$ cat config.mk
export PLATFORM = sky130hd
export DESIGN_NAME = analog_output_loopback_control
export DESIGN_NICKNAME = d
export VERILOG_FILES = /design/src/inc/aol_pkg.sv /design/src/hw/output_sequencer.sv /design/src/hw/analog_output_loopback_control.sv
export VERILOG_INCLUDE_DIRS = /design/src /design/src/inc
export SDC_FILE = /design/constraint.sdc
export NUM_CORES = 1
export LEC_CHECK = 0
export BUFFER_PORTS_ARGS = -buffer_cell sky130_fd_sc_hd__buf_4
export CORE_MARGIN = 5
export CORE_UTILIZATION = 38
export CTS_CLUSTER_DIAMETER = 100
export DETAILED_ROUTE_END_ITERATION = 12
export HOLD_SLACK_MARGIN = 0.1
export PLACE_DENSITY_LB_ADDON = 0.2
export SETUP_SLACK_MARGIN = 0.3
export SLEW_MARGIN = 30
export SYNTH_ARGS = -nofsm -noshare
export SYNTH_HDL_FRONTEND = slang
export SYNTH_SLANG_ARGS = --single-unit
$ cat constraint.sdc
create_clock -name clk_i -period 6.3 [get_ports clk_i]
set_input_delay 0.315 -clock clk_i [delete_from_list [all_inputs] [get_ports clk_i]]
set_output_delay 0.315 -clock clk_i [all_outputs]
set_load 0.02 [all_outputs]
$ cat src/inc/aol_defines.svh
`ifndef AOL_DEFINES_SVH
`define AOL_DEFINES_SVH

// byte offsets on the board bus
`define OFS_BOARD_ID 7'h00
`define OFS_CONTROL 7'h02
`define OFS_RESULT 7'h04
`define OFS_OUT_BASE 7'h40

// control and status word fields
`define BIT_SHORT_READY 15
`define BIT_LED_OFF 14
`define BIT_CONV 13
`define BIT_FORMAT 12
`define BIT_CONNECT 11
`define BIT_QUICK 8
`define BIT_SETTLE 6
`define BIT_HALT 5
`define CONTROL_RESET 16'h0000
// bits that software keeps: 14, 12, 11, 8, 5 and 4..0
`define CONTROL_KEEP_MASK 16'h593F

// arbitrary identity value, not tied to any product
`define BOARD_ID_VALUE 16'hA5C3

// timing in microseconds (quick refresh in nanoseconds), and clock rate in MHz
`define CLK_MHZ 200
`define SETTLE_LONG_US 5000
`define SETTLE_SHORT_US 3000
`define REFRESH_NORMAL_US 3400
`define REFRESH_QUICK_NS 850000
`define OUT_CHANNELS 32

`endif

$ cat src/inc/aol_pkg.sv
package aol_pkg;

    // gray order along idle -> settle -> convert; convert -> idle flips both bits
    typedef enum logic [1:0] {
        ST_IDLE = 2'b00,
        ST_SETTLE = 2'b01,
        ST_CONVERT = 2'b11
    } loop_state_t;

    typedef logic [15:0] word_t;

endpackage

$ cat src/hw/output_sequencer.sv
`timescale 1ns/1ps

module output_sequencer #(
    parameter int unsigned SLOT_NORMAL_CYC = 21250,
    parameter int unsigned SLOT_QUICK_CYC = 5312
) (
    input wire logic clk_i,
    input wire logic rst_n_i,
    input wire logic run_i,
    input wire logic quick_i,
    output logic [4:0] slot_o,
    output logic step_o
);

    logic [23:0] count_reg;
    logic [23:0] slot_len;

    assign slot_len = quick_i ? SLOT_QUICK_CYC[23:0] : SLOT_NORMAL_CYC[23:0];

    // a mode change takes effect at the next slot boundary or sooner
    always_ff @(posedge clk_i or negedge rst_n_i) begin
        if (!rst_n_i) begin
            count_reg <= 24'h000000;
        end else if (!run_i) begin
            count_reg <= 24'h000000;
        end else if (count_reg + 24'h000001 >= slot_len) begin
            count_reg <= 24'h000000;
        end else begin
            count_reg <= count_reg + 24'h000001;
        end
    end

    always_ff @(posedge clk_i or negedge rst_n_i) begin
        if (!rst_n_i) begin
            step_o <= 1'b0;
            slot_o <= 5'h00;
        end else begin
            step_o <= run_i && (count_reg + 24'h000001 >= slot_len);
            if (step_o) begin
                slot_o <= slot_o + 5'h01;
            end
        end
    end

endmodule

$ cat src/hw/analog_output_loopback_control.sv
`timescale 1ns/1ps
`include "aol_defines.svh"

module analog_output_loopback_control
    import aol_pkg::*;
#(
    parameter int unsigned SETTLE_LONG_CYC = `SETTLE_LONG_US * `CLK_MHZ,
    parameter int unsigned SETTLE_SHORT_CYC = `SETTLE_SHORT_US * `CLK_MHZ,
    parameter int unsigned REFRESH_NORMAL_CYC = `REFRESH_NORMAL_US * `CLK_MHZ,
    parameter int unsigned REFRESH_QUICK_CYC = `REFRESH_QUICK_NS * `CLK_MHZ / 1000
) (
    input wire logic clk_i,
    input wire logic rst_n_i,
    input wire logic bus_sel_i,
    input wire logic bus_wr_i,
    input wire logic [6:0] bus_addr_i,
    input wire logic [15:0] bus_wdata_i,
    output logic [15:0] bus_rdata_o,
    output logic bus_ack_o,
    output logic adc_start_o,
    input wire logic adc_done_i,
    input wire logic [11:0] adc_data_i,
    output logic [4:0] loop_channel_sel_o,
    output logic loop_mux_enable_o,
    output logic outputs_connect_o,
    output logic format_select_o,
    output logic led_on_o,
    output logic [4:0] dac_chan_o,
    output logic [11:0] dac_code_o,
    output logic dac_load_o
);

    // each refresh time rounds down to whole slot lengths
    localparam int unsigned SLOT_NORMAL_CYC = REFRESH_NORMAL_CYC / `OUT_CHANNELS;
    localparam int unsigned SLOT_QUICK_CYC = REFRESH_QUICK_CYC / `OUT_CHANNELS;

    word_t control_reg;
    word_t result_reg;
    word_t out_code_mem [0:`OUT_CHANNELS-1];
    loop_state_t state_reg;
    loop_state_t state_next;
    logic [23:0] settle_cnt_reg;
    logic ready_reg;
    logic done_meta_reg;
    logic done_sync_reg;
    logic done_prev_reg;
    logic [11:0] data_meta_reg;
    logic [11:0] data_sync_reg;
    logic [4:0] seq_slot;
    logic seq_step;

    logic wr_en;
    logic rd_en;
    logic ctrl_wr;
    logic start_req;
    logic halt;
    logic offset_fmt;
    logic done_rise;
    logic hit_id;
    logic hit_ctrl;
    logic hit_result;
    logic hit_out;

    // offset binary keeps only the twelve code bits
    function automatic word_t retain_code(input word_t d, input logic offs);
        retain_code = offs ? {4'h0, d[11:0]} : d;
    endfunction

    // converter and dac work in offset binary; two's complement flips the msb
    function automatic logic [11:0] swap_msb(input logic [11:0] d, input logic offs);
        swap_msb = offs ? d : {~d[11], d[10:0]};
    endfunction

    // bit 0 of the byte offset never selects a word
    function automatic logic word_hit(input logic [6:0] a, input logic [6:0] ofs);
        word_hit = (a[6:1] == ofs[6:1]);
    endfunction

    assign wr_en = bus_sel_i && bus_wr_i;
    assign rd_en = bus_sel_i && !bus_wr_i;
    assign hit_id = word_hit(bus_addr_i, `OFS_BOARD_ID);
    assign hit_ctrl = word_hit(bus_addr_i, `OFS_CONTROL);
    assign hit_result = word_hit(bus_addr_i, `OFS_RESULT);
    assign hit_out = bus_addr_i[6];
    assign ctrl_wr = wr_en && hit_ctrl;
    assign halt = control_reg[`BIT_HALT];
    assign offset_fmt = control_reg[`BIT_FORMAT];
    assign done_rise = done_sync_reg && !done_prev_reg;

    // both strobes in one write, never while halted or already busy
    assign start_req = ctrl_wr && bus_wdata_i[`BIT_CONV] && bus_wdata_i[`BIT_SETTLE]
        && !bus_wdata_i[`BIT_HALT] && !halt && (state_reg == ST_IDLE);

    // control word: strobe and reserved bits are not stored
    always_ff @(posedge clk_i or negedge rst_n_i) begin
        if (!rst_n_i) begin
            control_reg <= `CONTROL_RESET;
        end else if (ctrl_wr) begin
            control_reg <= bus_wdata_i & `CONTROL_KEEP_MASK;
        end
    end

    // converter done pin and data come from another domain
    always_ff @(posedge clk_i or negedge rst_n_i) begin
        if (!rst_n_i) begin
            done_meta_reg <= 1'b0;
            done_sync_reg <= 1'b0;
            done_prev_reg <= 1'b0;
            data_meta_reg <= 12'h000;
            data_sync_reg <= 12'h000;
        end else begin
            done_meta_reg <= adc_done_i;
            done_sync_reg <= done_meta_reg;
            done_prev_reg <= done_sync_reg;
            data_meta_reg <= adc_data_i;
            data_sync_reg <= data_meta_reg;
        end
    end

    always_comb begin
        state_next = state_reg;
        case (state_reg)
            ST_IDLE: begin
                if (start_req) begin
                    state_next = ST_SETTLE;
                end
            end
            ST_SETTLE: begin
                if (halt) begin
                    state_next = ST_IDLE;
                end else if (settle_cnt_reg <= 24'h000001) begin
                    state_next = ST_CONVERT;
                end
            end
            ST_CONVERT: begin
                if (halt || done_rise) begin
                    state_next = ST_IDLE;
                end
            end
            default: begin
                state_next = ST_IDLE;
            end
        endcase
    end

    always_ff @(posedge clk_i or negedge rst_n_i) begin
        if (!rst_n_i) begin
            state_reg <= ST_IDLE;
        end else begin
            state_reg <= state_next;
        end
    end

    // settling length chosen by the strobed bit of the start write
    always_ff @(posedge clk_i or negedge rst_n_i) begin
        if (!rst_n_i) begin
            settle_cnt_reg <= 24'h000000;
        end else if (start_req) begin
            if (bus_wdata_i[`BIT_SHORT_READY]) begin
                settle_cnt_reg <= SETTLE_SHORT_CYC[23:0];
            end else begin
                settle_cnt_reg <= SETTLE_LONG_CYC[23:0];
            end
        end else if (state_reg == ST_SETTLE && settle_cnt_reg != 24'h000000) begin
            settle_cnt_reg <= settle_cnt_reg - 24'h000001;
        end
    end

    // pulse the converter as settling ends
    always_ff @(posedge clk_i or negedge rst_n_i) begin
        if (!rst_n_i) begin
            adc_start_o <= 1'b0;
        end else begin
            adc_start_o <= (state_reg == ST_SETTLE) && (state_next == ST_CONVERT);
        end
    end

    // result capture with format applied at capture time
    always_ff @(posedge clk_i or negedge rst_n_i) begin
        if (!rst_n_i) begin
            result_reg <= 16'h0000;
        end else if (state_reg == ST_CONVERT && done_rise && !halt) begin
            if (offset_fmt) begin
                result_reg <= {4'h0, data_sync_reg};
            end else begin
                result_reg <= {{4{~data_sync_reg[11]}}, ~data_sync_reg[11],
                    data_sync_reg[10:0]};
            end
        end
    end

    // a new start clears ready; capture sets it, and set wins
    always_ff @(posedge clk_i or negedge rst_n_i) begin
        if (!rst_n_i) begin
            ready_reg <= 1'b0;
        end else if (state_reg == ST_CONVERT && done_rise && !halt) begin
            ready_reg <= 1'b1;
        end else if (start_req) begin
            ready_reg <= 1'b0;
        end
    end

    // output codes; offset mode drops the upper nibble on the way in
    always_ff @(posedge clk_i) begin
        if (wr_en && hit_out) begin
            out_code_mem[bus_addr_i[5:1]] <= retain_code(bus_wdata_i, offset_fmt);
        end
    end

    // register reads answer one cycle after the access
    always_ff @(posedge clk_i or negedge rst_n_i) begin
        if (!rst_n_i) begin
            bus_rdata_o <= 16'h0000;
            bus_ack_o <= 1'b0;
        end else begin
            bus_ack_o <= bus_sel_i;
            bus_rdata_o <= 16'h0000;
            if (rd_en) begin
                if (hit_out) begin
                    bus_rdata_o <= retain_code(out_code_mem[bus_addr_i[5:1]],
                        offset_fmt);
                end else if (hit_id) begin
                    bus_rdata_o <= `BOARD_ID_VALUE;
                end else if (hit_ctrl) begin
                    bus_rdata_o <= control_reg;
                    bus_rdata_o[`BIT_SHORT_READY] <= ready_reg;
                    bus_rdata_o[`BIT_CONV] <= state_reg != ST_IDLE;
                    bus_rdata_o[`BIT_SETTLE] <= state_reg == ST_SETTLE;
                end else if (hit_result) begin
                    bus_rdata_o <= result_reg;
                end
            end
        end
    end

    // pin-facing controls follow the stored control word, except the loopback mux enable, which is held high
    always_ff @(posedge clk_i or negedge rst_n_i) begin
        if (!rst_n_i) begin
            loop_channel_sel_o <= 5'h00;
            loop_mux_enable_o <= 1'b1;
            outputs_connect_o <= 1'b0;
            format_select_o <= 1'b0;
            led_on_o <= 1'b1;
        end else begin
            loop_channel_sel_o <= control_reg[4:0];
            loop_mux_enable_o <= 1'b1;
            outputs_connect_o <= control_reg[`BIT_CONNECT];
            format_select_o <= offset_fmt;
            led_on_o <= !control_reg[`BIT_LED_OFF];
        end
    end

    // one slot per channel: 32 slots cover the refresh period rounded down to a multiple of 32 cycles
    output_sequencer #(
        .SLOT_NORMAL_CYC(SLOT_NORMAL_CYC),
        .SLOT_QUICK_CYC(SLOT_QUICK_CYC)
    ) u_sequencer (
        .clk_i(clk_i),
        .rst_n_i(rst_n_i),
        .run_i(!halt),
        .quick_i(control_reg[`BIT_QUICK]),
        .slot_o(seq_slot),
        .step_o(seq_step)
    );

    // dac takes offset binary, so two's complement codes are converted here
    always_ff @(posedge clk_i or negedge rst_n_i) begin
        if (!rst_n_i) begin
            dac_chan_o <= 5'h00;
            dac_code_o <= 12'h000;
            dac_load_o <= 1'b0;
        end else begin
            dac_load_o <= seq_step;
            if (seq_step) begin
                dac_chan_o <= seq_slot;
                dac_code_o <= swap_msb(out_code_mem[seq_slot][11:0], offset_fmt);
            end
        end
    end

endmodule

==> results.md <==
- Status: finished, final reports clean
- Hold EP: out_code_mem[25][0]$_DFFE_PP_
- Capture point of the worst reg-to-reg path: u_sequencer.step_o$_DFF_PN0_
- Cell Area, Synth: about 29000 sq um
- DRC: 0
- Leak: between 10 and 15 nW
- Most frequent cells in the layout: edfxtp_1 (512), mux4_2 (251), dfrtp_1 (147)
- Net switching power: approximately 3.2 mW
- Max clock buf depth: 3
- TritonCTS Buffers: 73
- Final Total Pwr: between 10 and 15 mW
- H-tree depth: 3
- CP Launch Point: u_sequencer.count_reg[3]$_DFF_PN0_
- Initial antenna violation count: 2
- Hold path cells: 1
- Peak supply drop: approximately 270 uV
- Drt initial violations: 1460
- Drt via density: a little under 6
- Die Span X: around 290 um
- Setup crit start kind: register
- Wire per inst: approximately 30 um
- Final GP Congestion: just over 0.8
- Non-filler cells, final: approximately 2700
- Worst Slack Setup Final: 2706 ps
- Routed wire length: approximately 84000 um
- First-pass iteration count of the detailed router: 5
- Place WS: approximately 2500 ps
- Max-slew violation count: 0
- Max Cap Viol: 0
- I/O pin cnt: 85
- Die ar.: roughly 81000 sq um
- Number of port buffers: just over 80
- Worst EP required: just under 7000 ps
- Hold crit path type: input pin to register
- Gate power share: 19.6%
- Max Fclk: roughly 280 MHz
- Int Pwr: around 8.8 mW
- First-pass GRT wire length: ~120000 um
- Max transition margin: between 30% and 40%
- Starting density of the core: 38.15%
- Die height: about 290 um
- Crit path cell chain: nand4_1 > nor2_1 > xor2_1 > ha_1 > a221oi_1 > o2111ai_1 > a2111oi_0 > a211oi_2 > buf_4 > o21ba_2
- Seq cells post-synth: approximately 660
- Critical path's largest stage delay: 610 ps
- Commonest non-fill, non-tap cell in the layout: edfxtp_1
- Pin count of the biggest net entering global routing: 83
- CP arrival: 4070 ps
- Layout cells sized above 1: 33.28%
- Syn Inst Count: between 1500 and 2000
- Worst-path fanout max: 9
- Post-DP HPWL: ~52000 um
- Postcts setup bufs: 0
- Async S/R FF share, synth: about 23%
- Worst-margin pin slew: roughly 1000 ps
- Slowest cell on crit path: a2111oi_0
- Root Buffer Master: clkbuf_16
- Tcrit/Tclk final: between 50 and 60%
- Total grt overflow: 0
- Final Hold Vio Count: 0
- # rows: 101
- Reg2Reg Depth: 10
- Max FFs per register: 512
- Yosys warning count: 0
- Period minus WS final: between 3000 and 4000 ps
- Filler cells: approximately 6500
- HP Start: bus_wdata_i[0]
- Detail Route Antenna Nets: 0
- RSZ-0062 raised after global routing: false
- Flop pwr share: a little over two fifths
- Clock sink count: between 600 and 700
- TritonCTS clock tree: done
- Register area share after synthesis: 66.44%
- Vias in the first global route: between 15000 and 20000
- Reg2reg setup slack: around 2700 ps
- Final net count: between 1500 and 2000
- Setup_tns: 0 ps
- Area Growth Syn to Fin: 16.74%
- Pwr Density: between 300 and 400 nW/um^2
- Clk_skew: roughly 21 ps
- Number of synthesized flops with an enable pin: approximately 510
- Mean Syn Cell Area: between 15 and 20 sq um
- Switching Share: a little over a quarter
- Post-synthesis cell type count: 70
- Final setup violation count: 0
- Most used DFF post-synth: edfxtp_1
- CP Class: register to register
- Worst-path clk slew: 60 ps
- Core Region: approximately 76000 sq um
- Placed Cells: 2591
- Clock Power Share: between 30% and 40%
- Vias: ~16000
- Gr usage total: roughly 20%
- Reg2reg start: u_sequencer.count_reg[3]$_DFF_PN0_
- Crit. End Element: register
- Clock Latency Late Sink: about 610 ps
==> worst max-delay path by stage <==
stage | to | slack, ps | depth (start not counted)
floorplan | out_code_mem[11][0]$_DFFE_PP_ | 3100 | 7
global placement | out_code_mem[25][9]$_DFFE_PP_ | 2410 | 5
finish | u_sequencer.step_o$_DFF_PN0_ | 2710 | 10
global route | u_sequencer.step_o$_DFF_PN0_ | 2430 | 10
CTS | u_sequencer.step_o$_DFF_PN0_ | 2690 | 9
detailed placement | out_code_mem[27][9]$_DFFE_PP_ | 2520 | 5
==> critical path, delay by kind of cell, from the launching register on <==
family / cells / cell delay, ps
xor+xnor: 1 / 210
compound gates: 5 / 1600
simple gates: 2 / 640
fa+ha+maj: 1 / 270
flops: 1 / 490
buf+inv: 1 / 260
==> layer usage <==
layer  GRT usage (%)  share of wire, %  up-vias
met2           33.77                50      609
met3           3.554               6.5      110
met5               0                 0        -
met1           27.93                41     8752
met4           5.626               2.3        0
li1                -                 -     6740
==> layout make-up <==
class	instances	area (sq um)	area share [%]
Antenna cell	1	2.502	0.007435
Inverter	19	71.32	0.2119
Multi-Input combinational cell	792	9356	27.80
Clock inverter	28	435.4	1.294
Timing Repair Buffer	161	1308	3.885
Clock buffer	104	2098	6.234
Sequential cell	663	19160	56.93
Tap cell	978	1224	3.636
==> timing repair <==
| item | CTS | global route |
|---|---|---|
| gates resized for setup | 0 | 0 |
| hold buffers | 22 | 0 |
| endpoints found under the hold margin | 170 | 0 |
==> cell families (layout without fill, tap and decap cells) <==
logic type,count (synthesis),count (layout),synth area share [%]
AOI/OAI and AO/OA,162,162,3.750
and+or+nand+nor,276,276,5.199
adders and majority gates,13,13,0.5642
other,2,11,0.02605
DFF,663,663,66.44
buffers and inverters,119,312,1.679
muxes,297,297,21.31
xor gates and xnor gates,34,34,1.033
==> through the flow <==
| step | util, % | hold WS, ps | area [sq um] |
|---|---|---|---|
| floorplan | - | 19.41 | 28860 |
| global placement | 40.85 | 339.4 | 30870 |
| detailed placement | 40.89 | 336.4 | 30900 |
| CTS | 44.53 | 102.5 | 33650 |
| global route | 44.54 | 131.1 | 33660 |
| finish | 44.54 | 126.4 | 33660 |
==> power groups by stage <==
stage / sequential, mW / combinational [mW] / clock [mW]
2_1_floorplan: 5.12 / 1.64 / 0
3_3_place_gp: 5.22 / 2.36 / 0
3_5_place_dp: 5.23 / 2.37 / 0
4_1_cts: 5.14 / 2.39 / 4.60
5_1_grt: 5.17 / 2.48 / 4.77
6_report: 5.14 / 2.34 / 4.51
==> synth_stat cells, drive strengths merged, types with 5 or more instances <==
cell	instances	area, sq um
buf	38	180.2
nor4	13	87.58
or4	7	52.55
inv	19	71.32
dfrtp	150	3754
mux2i	21	210.2
nor3	19	125.1
nor2b	19	118.9
xor2	20	175.2
a2111oi	5	62.56
nor2	87	326.6
o22ai	23	143.9
nand3	27	140.1
a211oi	6	55.05
edfxtp	512	15370
xnor2	14	122.6
nor3b	13	112.6
a21oi	37	185.2
and2	5	31.28
clkbuf	62	232.7
nand2	36	135.1
a22oi	24	180.2
mux2	25	281.5
mux4	251	5653
o21ai	36	180.2
nand2b	8	50.05
nand4	15	115.1
ha	13	162.7
or3	7	43.79
Note: power is estimated with default switching activity, not from simulation.
